`src/include/prisq_consts.svh`:
```
`ifndef PRISQ_CONSTS_SVH
`define PRISQ_CONSTS_SVH
`define PRISQ_ADDR_STATUS  8'h00
`define PRISQ_ADDR_MASK    8'h04
`define PRISQ_ADDR_CTRL    8'h08
`define PRISQ_ADDR_STATE   8'h0C
`define PRISQ_ADDR_ACCUM   8'h10
`define PRISQ_ADDR_FLAGS   8'h14
`define PRISQ_ADDR_IP      8'h18
`define PRISQ_ADDR_MODE0   8'h1C
`define PRISQ_FLAGS_RST    32'h00000002
`define PRISQ_FLAGS_FIXED  32'h00000002
`define PRISQ_IP_RST       32'h0000FFF0
`define PRISQ_MODE0_RST    32'h60000010
`define PRISQ_ACCUM_RST    32'h00000000
`define PRISQ_FAIL_CODE    32'h00000001
`define PRISQ_CTRL_RST     3'h0
`define PRISQ_CTRL_DUAL    0
`define PRISQ_CTRL_PRIM    1
`define PRISQ_CTRL_SINGLE  2
`define PRISQ_EV_HARD      0
`define PRISQ_EV_SOFT      1
`define PRISQ_EV_FAIL      2
`define PRISQ_EV_START     3
`define PRISQ_EV_W         4
`define PRISQ_SELFTEST_CYC 30000000
`endif

```
`src/include/prisq_pkg.sv`:
```
package prisq_pkg;
  // Sequencer states; hold covers both pins, inval is a single cycle.
  typedef enum logic [3:0] {
    S_HOLD,
    S_INVAL,
    S_TEST,
    S_ELECT,
    S_BOOT,
    S_WAIT,
    S_HALT,
    S_APP
  } prisq_state_t;
endpackage

```
`src/rtl/prisq_sequencer.sv`:
```
`timescale 1ns/1ps
`include "prisq_consts.svh"
module prisq_sequencer #(
  parameter int ST_CNT_W        = 25,
  parameter int SELFTEST_CYCLES = `PRISQ_SELFTEST_CYC
) (
  input  wire logic        i_ref_clk,
  input  wire logic        i_reset,
  input  wire logic        i_hard_reset_n,
  input  wire logic        i_soft_init_n,
  input  wire logic        i_selftest_req,
  input  wire logic        i_selftest_fault,
  input  wire logic        i_elect_done,
  input  wire logic        i_elect_won,
  input  wire logic        i_startup_msg,
  input  wire logic [7:0]  i_addr,
  input  wire logic [31:0] i_wdata,
  input  wire logic        i_wr,
  input  wire logic        i_rd,
  output logic      [31:0] o_rdata,
  output logic             o_irq,
  output logic             o_cache_inval,
  output logic             o_tlb_inval,
  output logic             o_btb_inval,
  output logic             o_fpu_init,
  output logic             o_elect_req,
  output logic             o_fetch_en,
  output logic             o_is_boot_core,
  output logic             o_wait_startup,
  output logic             o_halted,
  output logic      [31:0] o_fetch_ip,
  output logic      [31:0] o_flags,
  output logic      [31:0] o_mode0,
  output logic      [31:0] o_accum
);
  // Two-stage synchronisers for the pin, strap, fault and election inputs; i_startup_msg is used directly.
  logic [5:0] sync1_reg;                // First stage, read only by stage two.
  logic [5:0] sync2_reg;                // Second stage, safe to use.
  // Pin inputs come from the platform and from bus peers asynchronously.
  always_ff @(posedge i_ref_clk or posedge i_reset)
  begin
    if (i_reset)
    begin
      sync1_reg <= 6'h03;
      sync2_reg <= 6'h03;
    end
    else
    begin
      sync1_reg <= {i_elect_won, i_elect_done, i_selftest_fault,
                    i_selftest_req, ~i_soft_init_n, ~i_hard_reset_n};
      sync2_reg <= sync1_reg;
    end
  end
  wire hard_s   = sync2_reg[0];         // Reset pin asserted.
  wire init_s   = sync2_reg[1];         // Soft init pin asserted.
  wire streq_s  = sync2_reg[2];         // Self-test strap.
  wire fault_s  = sync2_reg[3];         // Self-test engine fault flag.
  wire edone_s  = sync2_reg[4];         // Election finished on the bus.
  wire ewon_s   = sync2_reg[5];         // This core won the election.
  // Sequencer state and bookkeeping.
  prisq_pkg::prisq_state_t state_reg;   // Current state.
  prisq_pkg::prisq_state_t state_next;  // Next state.
  logic                    hard_kind_reg; // Current sequence is a full reset.
  logic                    powerup_reg; // First sequence since power-up.
  logic                    fault_seen_reg; // Fault seen during self-test.
  logic [ST_CNT_W-1:0]     test_cnt_reg; // Self-test cycle counter.
  // Architectural registers and block registers.
  logic [31:0]             flags_reg;   // Status flags word.
  logic [31:0]             ip_reg;      // Instruction pointer.
  logic [31:0]             mode0_reg;   // Mode control zero.
  logic [31:0]             accum_reg;   // Accumulator, self-test result.
  logic [2:0]              ctrl_reg;    // Variant selection bits.
  logic [`PRISQ_EV_W-1:0]  status_reg;  // Sticky events.
  logic [`PRISQ_EV_W-1:0]  mask_reg;    // Interrupt enables.
  logic [31:0]             rdata_reg;   // Read data, one cycle late.
  logic                    irq_reg;     // Interrupt level.
  // Output pulses and levels, all registered.
  logic cache_inv_reg;
  logic tlb_inv_reg;
  logic btb_inv_reg;
  logic fpu_init_reg;
  logic elect_req_reg;
  logic fetch_en_reg;
  logic boot_core_reg;
  logic wait_reg;
  logic halt_reg;
  // Address decode.
  wire sel_status = (i_addr == `PRISQ_ADDR_STATUS);
  wire sel_mask   = (i_addr == `PRISQ_ADDR_MASK);
  wire sel_ctrl   = (i_addr == `PRISQ_ADDR_CTRL);
  wire sel_state  = (i_addr == `PRISQ_ADDR_STATE);
  wire sel_accum  = (i_addr == `PRISQ_ADDR_ACCUM);
  wire sel_flags  = (i_addr == `PRISQ_ADDR_FLAGS);
  wire sel_ip     = (i_addr == `PRISQ_ADDR_IP);
  wire sel_mode0  = (i_addr == `PRISQ_ADDR_MODE0);
  // Variant controls.
  wire dual_mode   = ctrl_reg[`PRISQ_CTRL_DUAL];
  wire primary     = ctrl_reg[`PRISQ_CTRL_PRIM];
  wire single_core = ctrl_reg[`PRISQ_CTRL_SINGLE];
  // The reset pin wins whenever both pins are low together.
  wire enter_hard = hard_s;
  wire enter_soft = init_s && !hard_s;
  wire in_hold    = (state_reg == prisq_pkg::S_HOLD);
  wire leave_hold = in_hold && !hard_s && !init_s;
  // Self-test runs only on the power-up sequence when strapped for it.
  wire test_go    = hard_kind_reg && powerup_reg && streq_s;
  wire test_done  = (test_cnt_reg == ST_CNT_W'(SELFTEST_CYCLES - 1));
  // Events feeding the sticky status register.
  wire ev_hard  = (state_reg == prisq_pkg::S_INVAL) && hard_kind_reg;
  wire ev_soft  = (state_reg == prisq_pkg::S_INVAL) && !hard_kind_reg;
  wire ev_fail  = (state_reg == prisq_pkg::S_TEST) && test_done &&
                  (fault_seen_reg || fault_s);
  wire ev_start = i_startup_msg &&
                  ((state_reg == prisq_pkg::S_WAIT) || (state_reg == prisq_pkg::S_HALT));
  wire [`PRISQ_EV_W-1:0] ev_vec = {ev_start, ev_fail, ev_soft, ev_hard};
  // Set wins over a write-one clear arriving in the same cycle.
  wire [`PRISQ_EV_W-1:0] clr_vec =
    (i_wr && sel_status) ? i_wdata[`PRISQ_EV_W-1:0] : {`PRISQ_EV_W{1'b0}};
  wire [`PRISQ_EV_W-1:0] status_next = (status_reg & ~clr_vec) | ev_vec;
  wire                   irq_next    = |(status_next & mask_reg);
  // Read mux; unmapped addresses read as zero.
  wire [31:0] rd_mux =
    sel_status ? {{(32-`PRISQ_EV_W){1'b0}}, status_reg} :
    sel_mask   ? {{(32-`PRISQ_EV_W){1'b0}}, mask_reg}   :
    sel_ctrl   ? {29'h0, ctrl_reg}                      :
    sel_state  ? {28'h0, state_reg}                     :
    sel_accum  ? accum_reg                              :
    sel_flags  ? flags_reg                              :
    sel_ip     ? ip_reg                                 :
    sel_mode0  ? mode0_reg                              : 32'h0;
  // Next-state logic; any pin overrides the current phase.
  always_comb
  begin
    state_next = state_reg;
    if (enter_hard || enter_soft)
      state_next = prisq_pkg::S_HOLD;
    else
      case (state_reg)
        // Release of both pins starts the invalidation step.
        prisq_pkg::S_HOLD:
          state_next = prisq_pkg::S_INVAL;
        prisq_pkg::S_INVAL:
          state_next = test_go ? prisq_pkg::S_TEST : prisq_pkg::S_ELECT;
        prisq_pkg::S_TEST:
          if (test_done)
            state_next = prisq_pkg::S_ELECT;
        prisq_pkg::S_ELECT:
        begin
          // Dual variant needs no contention; the primary control bit decides.
          if (dual_mode)
            state_next = primary ? prisq_pkg::S_BOOT : prisq_pkg::S_HALT;
          else if (single_core)
            state_next = prisq_pkg::S_BOOT;
          else if (edone_s)
            state_next = ewon_s ? prisq_pkg::S_BOOT : prisq_pkg::S_WAIT;
        end
        // Parked until the bootstrap core sends its message.
        prisq_pkg::S_WAIT, prisq_pkg::S_HALT:
          if (i_startup_msg)
            state_next = prisq_pkg::S_APP;
        default:
          state_next = state_reg;
      endcase
  end
  // State register; power-up enters hold as a full reset.
  always_ff @(posedge i_ref_clk or posedge i_reset)
  begin
    if (i_reset)
      state_reg <= prisq_pkg::S_HOLD;
    else
      state_reg <= state_next;
  end
  // Kind of sequence; a soft pin arriving during hold cannot downgrade a hard one.
  always_ff @(posedge i_ref_clk or posedge i_reset)
  begin
    if (i_reset)
    begin
      hard_kind_reg <= 1'b1;
      powerup_reg   <= 1'b1;
    end
    else
    begin
      if (enter_hard)
        hard_kind_reg <= 1'b1;
      else if (enter_soft && !in_hold)
        hard_kind_reg <= 1'b0;
      if (state_reg == prisq_pkg::S_INVAL)
        powerup_reg <= 1'b0;
    end
  end
  // Self-test counter and fault collection; both clear outside the test phase.
  always_ff @(posedge i_ref_clk or posedge i_reset)
  begin
    if (i_reset)
    begin
      test_cnt_reg   <= '0;
      fault_seen_reg <= 1'b0;
    end
    else
    begin
      test_cnt_reg   <= (state_reg == prisq_pkg::S_TEST) ? test_cnt_reg + 1'b1 : '0;
      fault_seen_reg <= (state_reg == prisq_pkg::S_TEST) && (fault_seen_reg || fault_s);
    end
  end
  // Invalidation and fpu pulses, one cycle each; soft init spares caches.
  always_ff @(posedge i_ref_clk or posedge i_reset)
  begin
    if (i_reset)
    begin
      cache_inv_reg <= 1'b0;
      tlb_inv_reg   <= 1'b0;
      btb_inv_reg   <= 1'b0;
      fpu_init_reg  <= 1'b0;
    end
    else
    begin
      cache_inv_reg <= ev_hard;
      fpu_init_reg  <= ev_hard;
      tlb_inv_reg   <= ev_hard || ev_soft;
      btb_inv_reg   <= ev_hard || ev_soft;
    end
  end
  // Role outputs follow the next state so they line up with it.
  always_ff @(posedge i_ref_clk or posedge i_reset)
  begin
    if (i_reset)
    begin
      elect_req_reg <= 1'b0;
      fetch_en_reg  <= 1'b0;
      boot_core_reg <= 1'b0;
      wait_reg      <= 1'b0;
      halt_reg      <= 1'b0;
    end
    else
    begin
      elect_req_reg <= (state_next == prisq_pkg::S_ELECT) && !dual_mode && !single_core;
      fetch_en_reg  <= (state_next == prisq_pkg::S_BOOT) ||
                       (state_next == prisq_pkg::S_APP);
      boot_core_reg <= (state_next == prisq_pkg::S_BOOT);
      wait_reg      <= (state_next == prisq_pkg::S_WAIT);
      halt_reg      <= (state_next == prisq_pkg::S_HALT);
    end
  end
  // Architectural registers; the hold phase reloads them every cycle,
  // so a software write during hold is lost on purpose.
  always_ff @(posedge i_ref_clk or posedge i_reset)
  begin
    if (i_reset)
    begin
      flags_reg <= `PRISQ_FLAGS_RST;
      ip_reg    <= `PRISQ_IP_RST;
      mode0_reg <= `PRISQ_MODE0_RST;
    end
    else if (in_hold)
    begin
      flags_reg <= `PRISQ_FLAGS_RST;
      ip_reg    <= `PRISQ_IP_RST;
      mode0_reg <= `PRISQ_MODE0_RST;
    end
    else if (i_wr)
    begin
      // The fixed flag bit always reads as one.
      if (sel_flags)
        flags_reg <= i_wdata | `PRISQ_FLAGS_FIXED;
      if (sel_ip)
        ip_reg <= i_wdata;
      if (sel_mode0)
        mode0_reg <= i_wdata;
    end
  end
  // Accumulator: cleared by a hard reset, loaded with the test verdict.
  // A soft init leaves it alone, so software keeps any earlier verdict.
  always_ff @(posedge i_ref_clk or posedge i_reset)
  begin
    if (i_reset)
      accum_reg <= `PRISQ_ACCUM_RST;
    else if (ev_hard)
      accum_reg <= `PRISQ_ACCUM_RST;
    else if ((state_reg == prisq_pkg::S_TEST) && test_done)
      accum_reg <= ev_fail ? `PRISQ_FAIL_CODE : `PRISQ_ACCUM_RST;
  end
  // Block registers, bus read data and interrupt level.
  always_ff @(posedge i_ref_clk or posedge i_reset)
  begin
    if (i_reset)
    begin
      ctrl_reg   <= `PRISQ_CTRL_RST;
      mask_reg   <= '0;
      status_reg <= '0;
      rdata_reg  <= 32'h0;
      irq_reg    <= 1'b0;
    end
    else
    begin
      status_reg <= status_next;
      irq_reg    <= irq_next;
      rdata_reg  <= i_rd ? rd_mux : 32'h0;
      if (i_wr && sel_ctrl)
        ctrl_reg <= i_wdata[2:0];
      if (i_wr && sel_mask)
        mask_reg <= i_wdata[`PRISQ_EV_W-1:0];
    end
  end
  // Outputs straight from flops.
  assign o_rdata        = rdata_reg;
  assign o_irq          = irq_reg;
  assign o_cache_inval  = cache_inv_reg;
  assign o_tlb_inval    = tlb_inv_reg;
  assign o_btb_inval    = btb_inv_reg;
  assign o_fpu_init     = fpu_init_reg;
  assign o_elect_req    = elect_req_reg;
  assign o_fetch_en     = fetch_en_reg;
  assign o_is_boot_core = boot_core_reg;
  assign o_wait_startup = wait_reg;
  assign o_halted       = halt_reg;
  assign o_fetch_ip     = ip_reg;
  assign o_flags        = flags_reg;
  assign o_mode0        = mode0_reg;
  assign o_accum        = accum_reg;
  // Checks on the sequencer.
  property p_release_inval;
    @(posedge i_ref_clk) disable iff (i_reset)
    (in_hold && !hard_s && !init_s) |=> (state_reg == prisq_pkg::S_INVAL);
  endproperty
  a_release_inval: assert property (p_release_inval)
    else $error("Release of pins did not start invalidation.");
  property p_reload;
    @(posedge i_ref_clk) disable iff (i_reset)
    in_hold |=> (mode0_reg == `PRISQ_MODE0_RST) && (ip_reg == `PRISQ_IP_RST) &&
                (flags_reg == `PRISQ_FLAGS_RST);
  endproperty
  a_reload: assert property (p_reload)
    else $error("Architectural values not reloaded in hold.");
  property p_hard_inval;
    @(posedge i_ref_clk) disable iff (i_reset)
    ev_hard |=> o_cache_inval && o_fpu_init && o_tlb_inval && o_btb_inval;
  endproperty
  a_hard_inval: assert property (p_hard_inval)
    else $error("Hard reset missed an invalidation pulse.");
  property p_soft_keep;
    @(posedge i_ref_clk) disable iff (i_reset)
    ev_soft |=> !o_cache_inval && !o_fpu_init && o_tlb_inval && o_btb_inval;
  endproperty
  a_soft_keep: assert property (p_soft_keep)
    else $error("Soft init pulses wrong.");
  property p_prio;
    @(posedge i_ref_clk) disable iff (i_reset)
    (hard_s && init_s) |=> in_hold && hard_kind_reg;
  endproperty
  a_prio: assert property (p_prio)
    else $error("Soft init overrode reset pin.");
  property p_no_test_zero;
    @(posedge i_ref_clk) disable iff (i_reset)
    (ev_hard && !test_go) |=> ##1 (accum_reg == `PRISQ_ACCUM_RST);
  endproperty
  a_no_test_zero: assert property (p_no_test_zero)
    else $error("Accumulator not zero after plain reset.");
  property p_verdict;
    @(posedge i_ref_clk) disable iff (i_reset)
    ((state_reg == prisq_pkg::S_TEST) && test_done) |=>
      ((accum_reg != `PRISQ_ACCUM_RST) == $past(ev_fail));
  endproperty
  a_verdict: assert property (p_verdict)
    else $error("Self-test verdict wrong.");
  property p_single;
    @(posedge i_ref_clk) disable iff (i_reset)
    ((state_reg == prisq_pkg::S_ELECT) && single_core && !dual_mode && !hard_s && !init_s)
      |=> (state_reg == prisq_pkg::S_BOOT) && o_fetch_en;
  endproperty
  a_single: assert property (p_single)
    else $error("Lone core did not boot.");
  property p_dual;
    @(posedge i_ref_clk) disable iff (i_reset)
    ((state_reg == prisq_pkg::S_ELECT) && dual_mode && !hard_s && !init_s)
      |=> (primary ? o_fetch_en : o_halted);
  endproperty
  a_dual: assert property (p_dual)
    else $error("Dual variant role wrong.");
  property p_wait;
    @(posedge i_ref_clk) disable iff (i_reset)
    ((state_reg == prisq_pkg::S_WAIT) && !i_startup_msg && !hard_s && !init_s)
      |=> o_wait_startup && !o_fetch_en;
  endproperty
  a_wait: assert property (p_wait)
    else $error("Waiting core left without startup message.");
  property p_elect;
    @(posedge i_ref_clk) disable iff (i_reset)
    (o_elect_req && edone_s && ewon_s && !hard_s && !init_s && !dual_mode && !single_core)
      |=> o_fetch_en && o_is_boot_core && (o_fetch_ip == ip_reg);
  endproperty
  a_elect: assert property (p_elect)
    else $error("Elected core did not fetch.");
  c_boot: cover property (@(posedge i_ref_clk) disable iff (i_reset) o_is_boot_core);
  c_app: cover property (@(posedge i_ref_clk) disable iff (i_reset)
    o_wait_startup ##1 (state_reg == prisq_pkg::S_APP));
  c_fail: cover property (@(posedge i_ref_clk) disable iff (i_reset) ev_fail);
  c_soft: cover property (@(posedge i_ref_clk) disable iff (i_reset) ev_soft);
endmodule

```
`config.mk`:
```
export PLATFORM = sky130hd
export DESIGN_NAME = prisq_sequencer
export DESIGN_NICKNAME = d
export VERILOG_FILES = /design/src/include/prisq_pkg.sv /design/src/rtl/prisq_sequencer.sv
export VERILOG_INCLUDE_DIRS = /design/src /design/src/include
export SDC_FILE = /design/constraint.sdc
export NUM_CORES = 1
export LEC_CHECK = 0
export BUFFER_PORTS_ARGS = -buffer_cell sky130_fd_sc_hd__buf_4
export CAP_MARGIN = 20
export CORE_MARGIN = 2
export CORE_UTILIZATION = 45
export DETAILED_ROUTE_END_ITERATION = 6
export PLACE_DENSITY = 0.7
export SLEW_MARGIN = 20
export SYNTH_ARGS = -nofsm -noshare
export SYNTH_HDL_FRONTEND = slang
export SYNTH_SLANG_ARGS = --single-unit
export TNS_END_PERCENT = 20
```
`constraint.sdc`:
```
create_clock -name i_ref_clk -period 6.5 [get_ports i_ref_clk]
set_clock_uncertainty 0.1 [all_clocks]
set_input_delay 0.325 -clock i_ref_clk [delete_from_list [all_inputs] [get_ports i_ref_clk]]
set_output_delay 0.325 -clock i_ref_clk [all_outputs]
set_load 0.02 [all_outputs]
```
==> results_dict.tcl, run 1 <==
set metrics [dict create \
    start_util_pct 45.9 \
    holdWs_ps -41.0 \
    ant_nets 0 \
    slew_viol_final 0 \
    ctsRootBufferMaster "clkbuf_16" \
    p_leak_nw 4.84 \
    synth-seq-cells 191 \
    wirelength_microns 23100 \
    finalSetupViolCount 0 \
    crit_path_end_kind "flop" \
    drt-vias-per-instance 5.37 \
    syn_area_sq_mm 0.00862 \
    nNetsFinal 1091 \
    fin_util_pct 57.2 \
    area_growth_pct 24.5 \
    synth_top_area_share_pct 49.3 \
    hold_viol_final 50 \
    p_per_area_mw_per_mm2 237 \
    cp-start-kind "flop" \
    rsz0062_at_grt "no" \
    cp_cell_sequence "or4b_4 -> nor4_2 -> nand4_1 -> nand2_1 -> a21bo_1" \
    r2r_slack_ps 4220 \
    cts_made_buffers 17 \
    grt_pass1_wl_microns 36600 \
    clock-sinks 191 \
    status "complete, but fails checks" \
    clk_pin_slew_ps 70 \
    drv_cap 0 \
    grtUsageTotal_pct 23.2 \
    rows 50 \
    clkLatencyLatePin_ps 430 \
    critPathLaunch "state_reg[1]" \
    fin_tns_setup_ps 0 \
    synth.area.top_cells "dfrtp_1 (49%), nand2_1 (9.0%), dfstp_2 (6.4%), a21oi_1 (5.3%), mux2_2 (4.7%)" \
    cts_tree "built" \
    die_x_microns 142 \
    htree_num_levels 4 \
    grt-ovfl-total 0 \
    clockBufferDepth 2 \
    die_y_microns 142 \
    ctsResizeCount 0 \
    yosysWarnings 0 \
    seq_area_frac_synth_pct 55.7 \
    diodes 0 \
    post_synth.cell_area_avg_sq_um 9.84 \
    crit_family "simple AND/OR/NAND/NOR gates" \
    ys_types 56 \
    grt_max_degree 123 \
    irDropWorstVdd_mv 0.191 \
    synth.most_common_cell "nand2_1" \
    synth_edf_count 0 \
    r2r-start "state_reg[1]" \
    synthFlopType "dfrtp_1" \
    hp-class "in -> async" \
    slowest_delay_ps 710 \
    crit_fanout 28 \
    die-area_sq_mm 0.0203 \
    drcViolationCount 0 \
    max_clock_freq_ghz 0.438 \
    worst_r2r_endpoint "o_irq" \
    fillCellCount 1671 \
    antenna_found_initial 0 \
    tightest_slew_ps 876 \
    globalplace.congestion 0.827 \
    cp.depth 5 \
    fin_crit_ps 2280 \
    critPathBufInv 0 \
    numPortBuffers 188 \
    grt_pass1_vias 6691 \
    pin_count 221 \
    min_period_over_period_pct 35.1 \
    reg2regPathDepth 5 \
    wl_per_cell_microns 18.0 \
    max_slew_margin_pct 41.6 \
    async_flop_share_pct 100 \
    num_vias 6911 \
    violations "negative hold slack" \
    worstSetupPathType "reg -> reg" \
    ys_top_cells_by_count "nand2_1 (206), dfrtp_1 (170), a21oi_1 (91)" \
    syn_inst 876 \
    core_sq_mm 0.0188 \
    arrival_ps 2540 \
    drtIter0Drc 509 \
    layout-drive-gt1-share_pct 29.0 \
    slowest_stage "or4b_4" \
    synth.largest_area_cell "dfrtp_1" \
    firstDrtPassIters 5 \
    dp_hpwl_microns 14900 \
    critPathRequiredTime_ps 6760 \
    crit_path_end "o_irq" \
]
## per-stage QoR
stage	hold WS (ps)	setup slack, ps	cells	area [sq um]	power (mW)
after floorplan	231	911	906	8730	1.34
after global placement	237	3690	1248	10000	1.39
after detailed placement	238	3950	1248	10000	1.39
after CTS	2.45	4220	1286	10700	2.56
after global routing	30.4	4080	1286	10700	2.63
final	-41.0	4220	1286	10700	2.54
## logic make-up (layout without fill, tap and decap cells)
kind of cell	Yosys count	count (layout)	share of synthesized area, %
other	2	32	0.0871
XOR/XNOR	22	22	2.24
AO/OA/AOI/OAI	141	141	9.75
adder cells (fa/ha/maj)	1	1	0.145
AND/OR/NAND/NOR	372	372	19.6
flip-flops	191	191	55.7
multiplexers	43	43	5.81
buffers and inverters	104	250	6.60
## where the power goes
group          internal, mW  total [mW]  switching [mW]  leakage, nW
clock network         0.709        1.17           0.463        0.323
registers              1.20        1.21         0.00963         2.56
logic                0.0501       0.162           0.112         1.96
## worst reg2reg max path, stage by stage (launching register included)
cell and delay [ps]:
dfrtp_1 590, or4b_4 710, nor4_2 340, nand4_1 200, nand2_1 150, a21bo_1 130
## area by class of cell
class                           count  area (sq um)  area share [%]
Clock buffer                       20           457            4.26
Clock inverter                     12           205            1.91
Inverter                           15          63.8           0.595
Multi-Input combinational cell    611          3370            31.4
Sequential cell                   191          4810            44.8
Tap cell                          234           293            2.73
Timing Repair Buffer              203          1540            14.3
## layer usage
layer  track usage (%)  up-vias  wire [microns]
met3              4.61       41            1550
li1                  -     3215               -
met2              36.7      263           11000
met1              31.4     3392            9920
met4              9.80        0             684
met5                 0        -               0
## how the worst min path moves through the flow
stage / from / endpoint / cells after the start
2_1_floorplan: sync1_reg[2] / sync2_reg[2] / 0
3_3_place_gp: sync1_reg[3] / sync2_reg[3] / 0
3_5_place_dp: sync1_reg[2] / sync2_reg[2] / 0
4_1_cts: i_reset / status_reg[2] / 2
5_1_grt: i_reset / status_reg[2] / 2
6_report: i_reset / status_reg[2] / 2
## cells in the final DEF (no fill, tap or decap), types with 3 or more instances in the layout
master         count
xor2_1             9
nand2_1          206
and3_1             6
inv_1             14
nor3_1            12
a31oi_1            3
dlygate4sd3_1      6
nand4_1           10
bufinv_16          5
buf_4            197
nor4_2             4
and4_1             4
nor3_2             4
nand2b_1           3
a21oi_1           91
xnor2_1           13
nor2b_1            5
nor4_1             4
conb_1            32
dfstp_2           21
mux2i_1            5
a22oi_1           28
nor2_1            62
o21ai_0            4
dfrtp_1          170
or3_1              4
nand3_1           32
mux2_2            36
clkbuf_16         17
## repair_timing
item,CTS,global route
endpoints found under the hold margin,6,0
setup buffers,0,0
hold buffers,6,0
Note: power is estimated with default switching activity, not from simulation.
==> run 2: changes to the inputs <==
--- a/config.mk
+++ b/config.mk
@@ -6,12 +6,13 @@
 export SDC_FILE = /design/constraint.sdc
 export NUM_CORES = 1
 export LEC_CHECK = 0
+export ABC_AREA = 1
 export BUFFER_PORTS_ARGS = -buffer_cell sky130_fd_sc_hd__buf_4
 export CAP_MARGIN = 20
 export CORE_MARGIN = 2
 export CORE_UTILIZATION = 45
 export DETAILED_ROUTE_END_ITERATION = 6
-export PLACE_DENSITY = 0.7
+export PLACE_DENSITY = 0.69
 export SLEW_MARGIN = 20
 export SYNTH_ARGS = -nofsm -noshare
 export SYNTH_HDL_FRONTEND = slang
==> constraint.sdc (replaced) <==
create_clock -name i_ref_clk -period 2.15 [get_ports i_ref_clk]
set_clock_uncertainty 0.1 [all_clocks]
set_input_delay 0.1075 -clock i_ref_clk [delete_from_list [all_inputs] [get_ports i_ref_clk]]
set_output_delay 0.1075 -clock i_ref_clk [all_outputs]
set_load 0.02 [all_outputs]
==> run 2 against run 1 <==
Effect of this change: the flow now finishes without violations; worst hold slack gained 150 ps; sequential share of layout area shrank 3.0 points; synthesized cell count grew 17%; combinational power grew to 7.5 times the previous value; maximum frequency grew 22%; register-to-register slack lost 3900 ps; utilization grew 2.1 points; cell count grew 20%; critical path type unchanged; largest power group unchanged.
==> results_dict.tcl, run 2 <==
set metrics [dict create \
    status "finished clean" \
    critPathRequiredTime_ps 2410 \
    rsz0062_at_grt "no" \
    ant_nets 0 \
    p_clk_share_pct 38.4 \
    synth_top_area_share_pct 48.0 \
    p_leak_nw 5.77 \
    area_growth_pct 29.7 \
    hold_viol_final 0 \
    arrival_ps 2130 \
    final_cell_count_no_fill 1537 \
    slew_viol_final 0 \
    grt_pass1_wl_microns 38000 \
    fin_tns_setup_ps 0 \
    drcViolationCount 0 \
    core_sq_mm 0.0194 \
    hp-class "in -> reg" \
    drv_cap 0 \
    grtUsageTotal_pct 23.7 \
    multiInputGateArea_sq_mm 0.00324 \
    die-area_sq_mm 0.0208 \
    r2r_slack_ps 280 \
    postCtsHoldBufs 42 \
    grt_pass1_vias 7355 \
    cts_tree "built" \
    irDropWorstVdd_mv 0.567 \
    cts_made_buffers 17 \
    start_util_pct 45.7 \
    rows 51 \
    wl_per_cell_microns 15.6 \
    ys_top_cells_by_count "nand2_1 (247), dfrtp_1 (170), inv_1 (120), o21ai_0 (120), nor2_1 (90)" \
    cp-start-kind "flop" \
    r2r-start "test_cnt_reg[0]" \
    grt_max_degree 78 \
    syn_area_sq_mm 0.00886 \
    p_sw_mw 2.40 \
    globalplace.congestion 0.912 \
    ctsResizeCount 0 \
    nNetsFinal 1310 \
    yosysWarnings 0 \
    finalSetupViolCount 0 \
    combPwrFrac_pct 14.5 \
    firstDrtPassIters 6 \
    max_clock_freq_ghz 0.536 \
    ys_types 45 \
    final_cell_mix "nand2_1 (247), buf_4 (202), dfrtp_1 (170), o21ai_0 (120), inv_1 (119)" \
    drtIter0Drc 493 \
    layout-drive-gt1-share_pct 24.6 \
    holdWs_ps 104 \
    clockBufferDepth 2 \
    final_common_cell "nand2_1" \
    pin_count 221 \
    crit_path_end_kind "flop" \
    whs_path_depth 7 \
    reg2regPathDepth 7 \
    antenna_found_initial 1 \
    grt-ovfl-total 0 \
    synth-seq-cells 191 \
    worstSetupPathType "reg -> reg" \
    dp_cells 1462 \
    num_vias 7619 \
    die_y_microns 144 \
    p_per_area_mw_per_mm2 732 \
    clkLatencyLatePin_ps 440 \
    hold_path_end "status_reg[0]" \
    switching_share_pct 28.5 \
    synth_edf_count 0 \
    fin_crit_ps 1870 \
    postCtsSetupBuffers 0 \
    worst_r2r_endpoint "o_elect_req" \
    post_synth.cell_area_avg_sq_um 8.61 \
    die_x_microns 144 \
    fin_ws_ps 284 \
    clock-sinks 191 \
    seq_area_frac_synth_pct 54.2 \
    dp_hpwl_microns 16900 \
    min_period_over_period_pct 86.8 \
    async_flop_share_pct 100 \
    synthFlopType "dfrtp_1" \
    power_mw 8.42 \
    worst_hold_startpoint "i_addr[2]" \
    regArea_sq_mm 0.00481 \
    numPortBuffers 188 \
    crit_fanout 6 \
    ctsRootBufferMaster "clkbuf_16" \
    htree_num_levels 4 \
    intPower_mw 6.02 \
    synth.largest_area_cell "dfrtp_1" \
    wirelength_microns 24000 \
    clk_pin_slew_ps 70 \
    syn_inst 1029 \
    drt-vias-per-instance 4.96 \
    synth.area.top_cells "dfrtp_1 (48%), nand2_1 (10%), o21ai_0 (6.8%), dfstp_2 (6.2%), inv_1 (5.1%)" \
    synth.most_common_cell "nand2_1" \
    power_frac_seq_pct 47.0 \
    dp_slack_ps 312 \
    fillCellCount 1742 \
]
==> run 2: cells by family (layout without fill, tap and decap cells) <==
family | after synthesis | count (layout) | share of synthesized area, %
other | 2 | 33 | 0.0847
AND/OR/NAND/NOR | 431 | 431 | 21.3
adder cells (fa/ha/maj) | 1 | 1 | 0.141
buffers and inverters | 196 | 408 | 10.6
AO/OA/AOI/OAI | 198 | 198 | 12.7
multiplexers | 1 | 1 | 0.127
flip-flops | 191 | 191 | 54.2
XOR/XNOR | 9 | 9 | 0.890
==> run 2: routing by layer <==
metal | vias to the layer above | global-route usage, % | part of all wire (%)
li1 | 3678 | - | -
met1 | 3633 | 31.5 | 43
met2 | 272 | 38.6 | 48
met3 | 36 | 5.33 | 6.3
met4 | 0 | 8.23 | 2.4
met5 | - | 0 | 0
==> run 2: power groups by stage <==
stage / clock network (mW) / logic [mW] / registers [mW]
2_1_floorplan: 0 / 0.519 / 4.19
3_3_place_gp: 0 / 1.15 / 4.02
3_5_place_dp: 0 / 1.17 / 4.02
4_1_cts: 3.29 / 1.23 / 3.96
5_1_grt: 3.40 / 1.34 / 3.98
6_report: 3.24 / 1.22 / 3.96
==> run 2: layout make-up <==
| cell class | count | area share, % |
|---|---|---|
| flip-flops and latches | 191 | 41.8 |
| multi-input cells | 672 | 28.2 |
| repair buffers | 249 | 17.7 |
| inverters | 127 | 4.20 |
| clock buffers | 18 | 3.73 |
| well taps | 265 | 2.88 |
| clock inverters | 14 | 1.49 |
| diodes | 1 | 0.0218 |
==> run 2: worst max-delay path by stage <==
| stage | slack [ps] | depth (start not counted) | to | start |
|---|---|---|---|---|
| CTS | 300 | 7 | o_elect_req | test_cnt_reg[0] |
| detailed placement | 310 | 9 | test_cnt_reg[14] | test_cnt_reg[0] |
| global route | 60 | 9 | test_cnt_reg[14] | test_cnt_reg[0] |
| global placement | 340 | 7 | o_elect_req | test_cnt_reg[0] |
| floorplan | -500 | 1 | ctrl_reg[0] | i_reset |
| finish | 280 | 7 | o_elect_req | test_cnt_reg[0] |
==> run 2: metrics by stage <==
stage	cell area [sq um]	utilization (%)
6_report	11500	59.3
5_1_grt	11500	59.3
4_1_cts	11500	59.3
3_5_place_dp	10500	54.0
3_3_place_gp	10500	54.0
2_1_floorplan	8980	-
==> run 2: worst max-delay path, stage by stage (launching register included) <==
cell and delay (ps):
dfrtp_1 390, ha_1 200, nand3_1 190, nor3_1 330, nand3_1 220, nand3_2 140, nand2_1 90, nor3_1 130
==> run 3: changes to the inputs <==
--- a/config.mk
+++ b/config.mk
@@ -9,6 +9,7 @@
 export ABC_AREA = 1
 export BUFFER_PORTS_ARGS = -buffer_cell sky130_fd_sc_hd__buf_4
 export CAP_MARGIN = 20
+export CORE_ASPECT_RATIO = 0.75
 export CORE_MARGIN = 2
 export CORE_UTILIZATION = 45
 export DETAILED_ROUTE_END_ITERATION = 6
==> constraint.sdc (replaced) <==
create_clock -name i_ref_clk -period 2.4 [get_ports i_ref_clk]
set_clock_uncertainty 0.1 [all_clocks]
set_input_delay 0.12 -clock i_ref_clk [delete_from_list [all_inputs] [get_ports i_ref_clk]]
set_output_delay 0.12 -clock i_ref_clk [all_outputs]
set_load 0.02 [all_outputs]
==> run 3 against run 2 <==
Effect of this change: clock-buffer cell count shrank 1; flip-flop and latch count did not move; cell area up 0.37%; utilization rose by 0.45 points; non-clock buffer count grew 2; wire length rose by 4.1%; critical path type unchanged; largest power group unchanged.
==> results_dict.tcl, run 3 (synthesis gave the netlist of run 2 again) <==
set metrics [dict create \
    status "finished clean" \
    finalSetupViolCount 0 \
    drtIter0Drc 544 \
    grt_pass1_vias 7212 \
    cp.depth 7 \
    die_x_microns 166 \
    ctsRootBufferMaster "clkbuf_16" \
    slew_viol_final 0 \
    clock-sinks 191 \
    irDropWorstVdd_mv 0.410 \
    critPathRequiredTime_ps 2670 \
    cp_cell_sequence "inv_1 -> nand3_4 -> buf_4 -> o21ai_4 -> inv_4 -> nand2_1 -> o21ai_2" \
    drcViolationCount 0 \
    grt_pass1_wl_microns 39300 \
    dp_hpwl_microns 17400 \
    worst_r2r_endpoint "o_mode0[31]" \
    cts_tree "built" \
    die_y_microns 126 \
    wl_per_cell_microns 16.3 \
    critPathLaunch "state_reg[1]" \
    layout-drive-gt1-share_pct 24.8 \
    area_growth_pct 30.2 \
    wirelength_microns 24900 \
    start_util_pct 45.9 \
    firstDrtPassIters 5 \
    clk_pin_slew_ps 80 \
    htree_num_levels 4 \
    antenna_found_initial 0 \
    hold_viol_final 0 \
    fin_util_pct 59.7 \
    crit_family "buffers and inverters" \
    grtUsageTotal_pct 23.9 \
    fillCellCount 1713 \
    pin_count 221 \
    placed_area_sq_mm 0.0104 \
    die-area_sq_mm 0.0208 \
    p_per_area_mw_per_mm2 676 \
    crit_path_end_kind "flop" \
    rsz0062_at_grt "no" \
    slowest_delay_ps 420 \
    r2r-start "state_reg[1]" \
    final_common_cell "nand2_1" \
    arrival_ps 2430 \
    holdWs_ps 69.4 \
    num_vias 7745 \
    postCtsHoldBufs 42 \
    p_leak_nw 5.80 \
    fin_crit_ps 2160 \
    clockBufferDepth 2 \
    critPathBufInv 3 \
    fin_tns_setup_ps 0 \
    ant_nets 0 \
    slowest_stage "dfrtp_1" \
    grt-ovfl-total 0 \
    drv_cap 0 \
    worstSetupPathType "reg -> reg" \
    min_period_over_period_pct 90.2 \
    max_clock_freq_ghz 0.462 \
    drt-vias-per-instance 5.08 \
    globalplace.congestion 0.953 \
    reg2regPathDepth 7 \
    postCtsSetupBuffers 0 \
    grt_max_degree 64 \
    r2r_slack_ps 240 \
    final_cell_mix "nand2_1 (247), buf_4 (205), dfrtp_1 (170), o21ai_0 (120), inv_1 (119)" \
    crit_path_end "o_mode0[31]" \
    core_sq_mm 0.0193 \
    power_mw 7.80 \
    hp-class "in -> async" \
    max_slew_margin_pct 60.5 \
    cts_made_buffers 17 \
    ctsResizeCount 0 \
    nNetsFinal 1312 \
    postLayoutCellArea_sq_mm 0.0115 \
    diodes 0 \
    numPortBuffers 188 \
    clkLatencyLatePin_ps 430 \
    tightest_slew_ps 590 \
    rows 44 \
    cp-start-kind "flop" \
    crit_fanout 37 \
]
## run 3: cell count changes in the layout (fill, tap and decap cells not counted)
cell | previous run | this run
diode_2 | 1 | 0
clkinv_4 | 1 | 0
bufinv_16 | 2 | 4
buf_4 | 202 | 205
buf_12 | 5 | 3
clkbuf_1 | 1 | 0
clkinvlp_4 | 3 | 4
clkinv_2 | 1 | 0
buf_16 | 0 | 1
## run 3: worst min-delay path: stages
cell and delay [ps]:
dlygate4sd3_1 540, buf_4 140, clkinvlp_4 170
## run 3: area by class of cell
type / count / area [sq um] / area share [%]
inverter: 127 / 483 / 4.18
clock buffer: 17 / 425 / 3.69
tap: 253 / 317 / 2.74
timing repair buffer: 251 / 2050 / 17.7
clock inverter: 15 / 225 / 1.95
sequential: 191 / 4810 / 41.6
multi-input combinational: 672 / 3240 / 28.1
## run 3: worst min path at each step
| stage | start | to | slack [ps] |
|---|---|---|---|
| floorplan | i_hard_reset_n | sync1_reg[0] | 50 |
| global placement | i_reset | state_reg[2] | -40 |
| detailed placement | i_reset | state_reg[2] | -40 |
| CTS | i_reset | state_reg[2] | 70 |
| global route | i_reset | state_reg[2] | 80 |
| finish | i_reset | state_reg[2] | 70 |
## run 3: metrics by stage
stage	std cells	setup slack, ps
2_1_floorplan	1059	-265
3_3_place_gp	1451	274
3_5_place_dp	1451	199
4_1_cts	1525	169
5_1_grt	1526	121
6_report	1526	236
## run 3: where the power goes
part	internal (mW)	switching [mW]	leakage (nW)
clock network	1.79	1.34	0.308
logic	0.409	0.705	2.97
registers	3.41	0.146	2.52
## run 3: layer usage
layer / up-vias / part of all wire (%) / GRT usage [%] / wire length [microns]
met5: - / 0 / 0 / 0
li1: 3680 / - / - / -
met4: 0 / 2.6 / 8.13 / 653
met1: 3678 / 45 / 34.4 / 11300
met3: 40 / 8.4 / 6.01 / 2090
met2: 347 / 44 / 35.3 / 10900
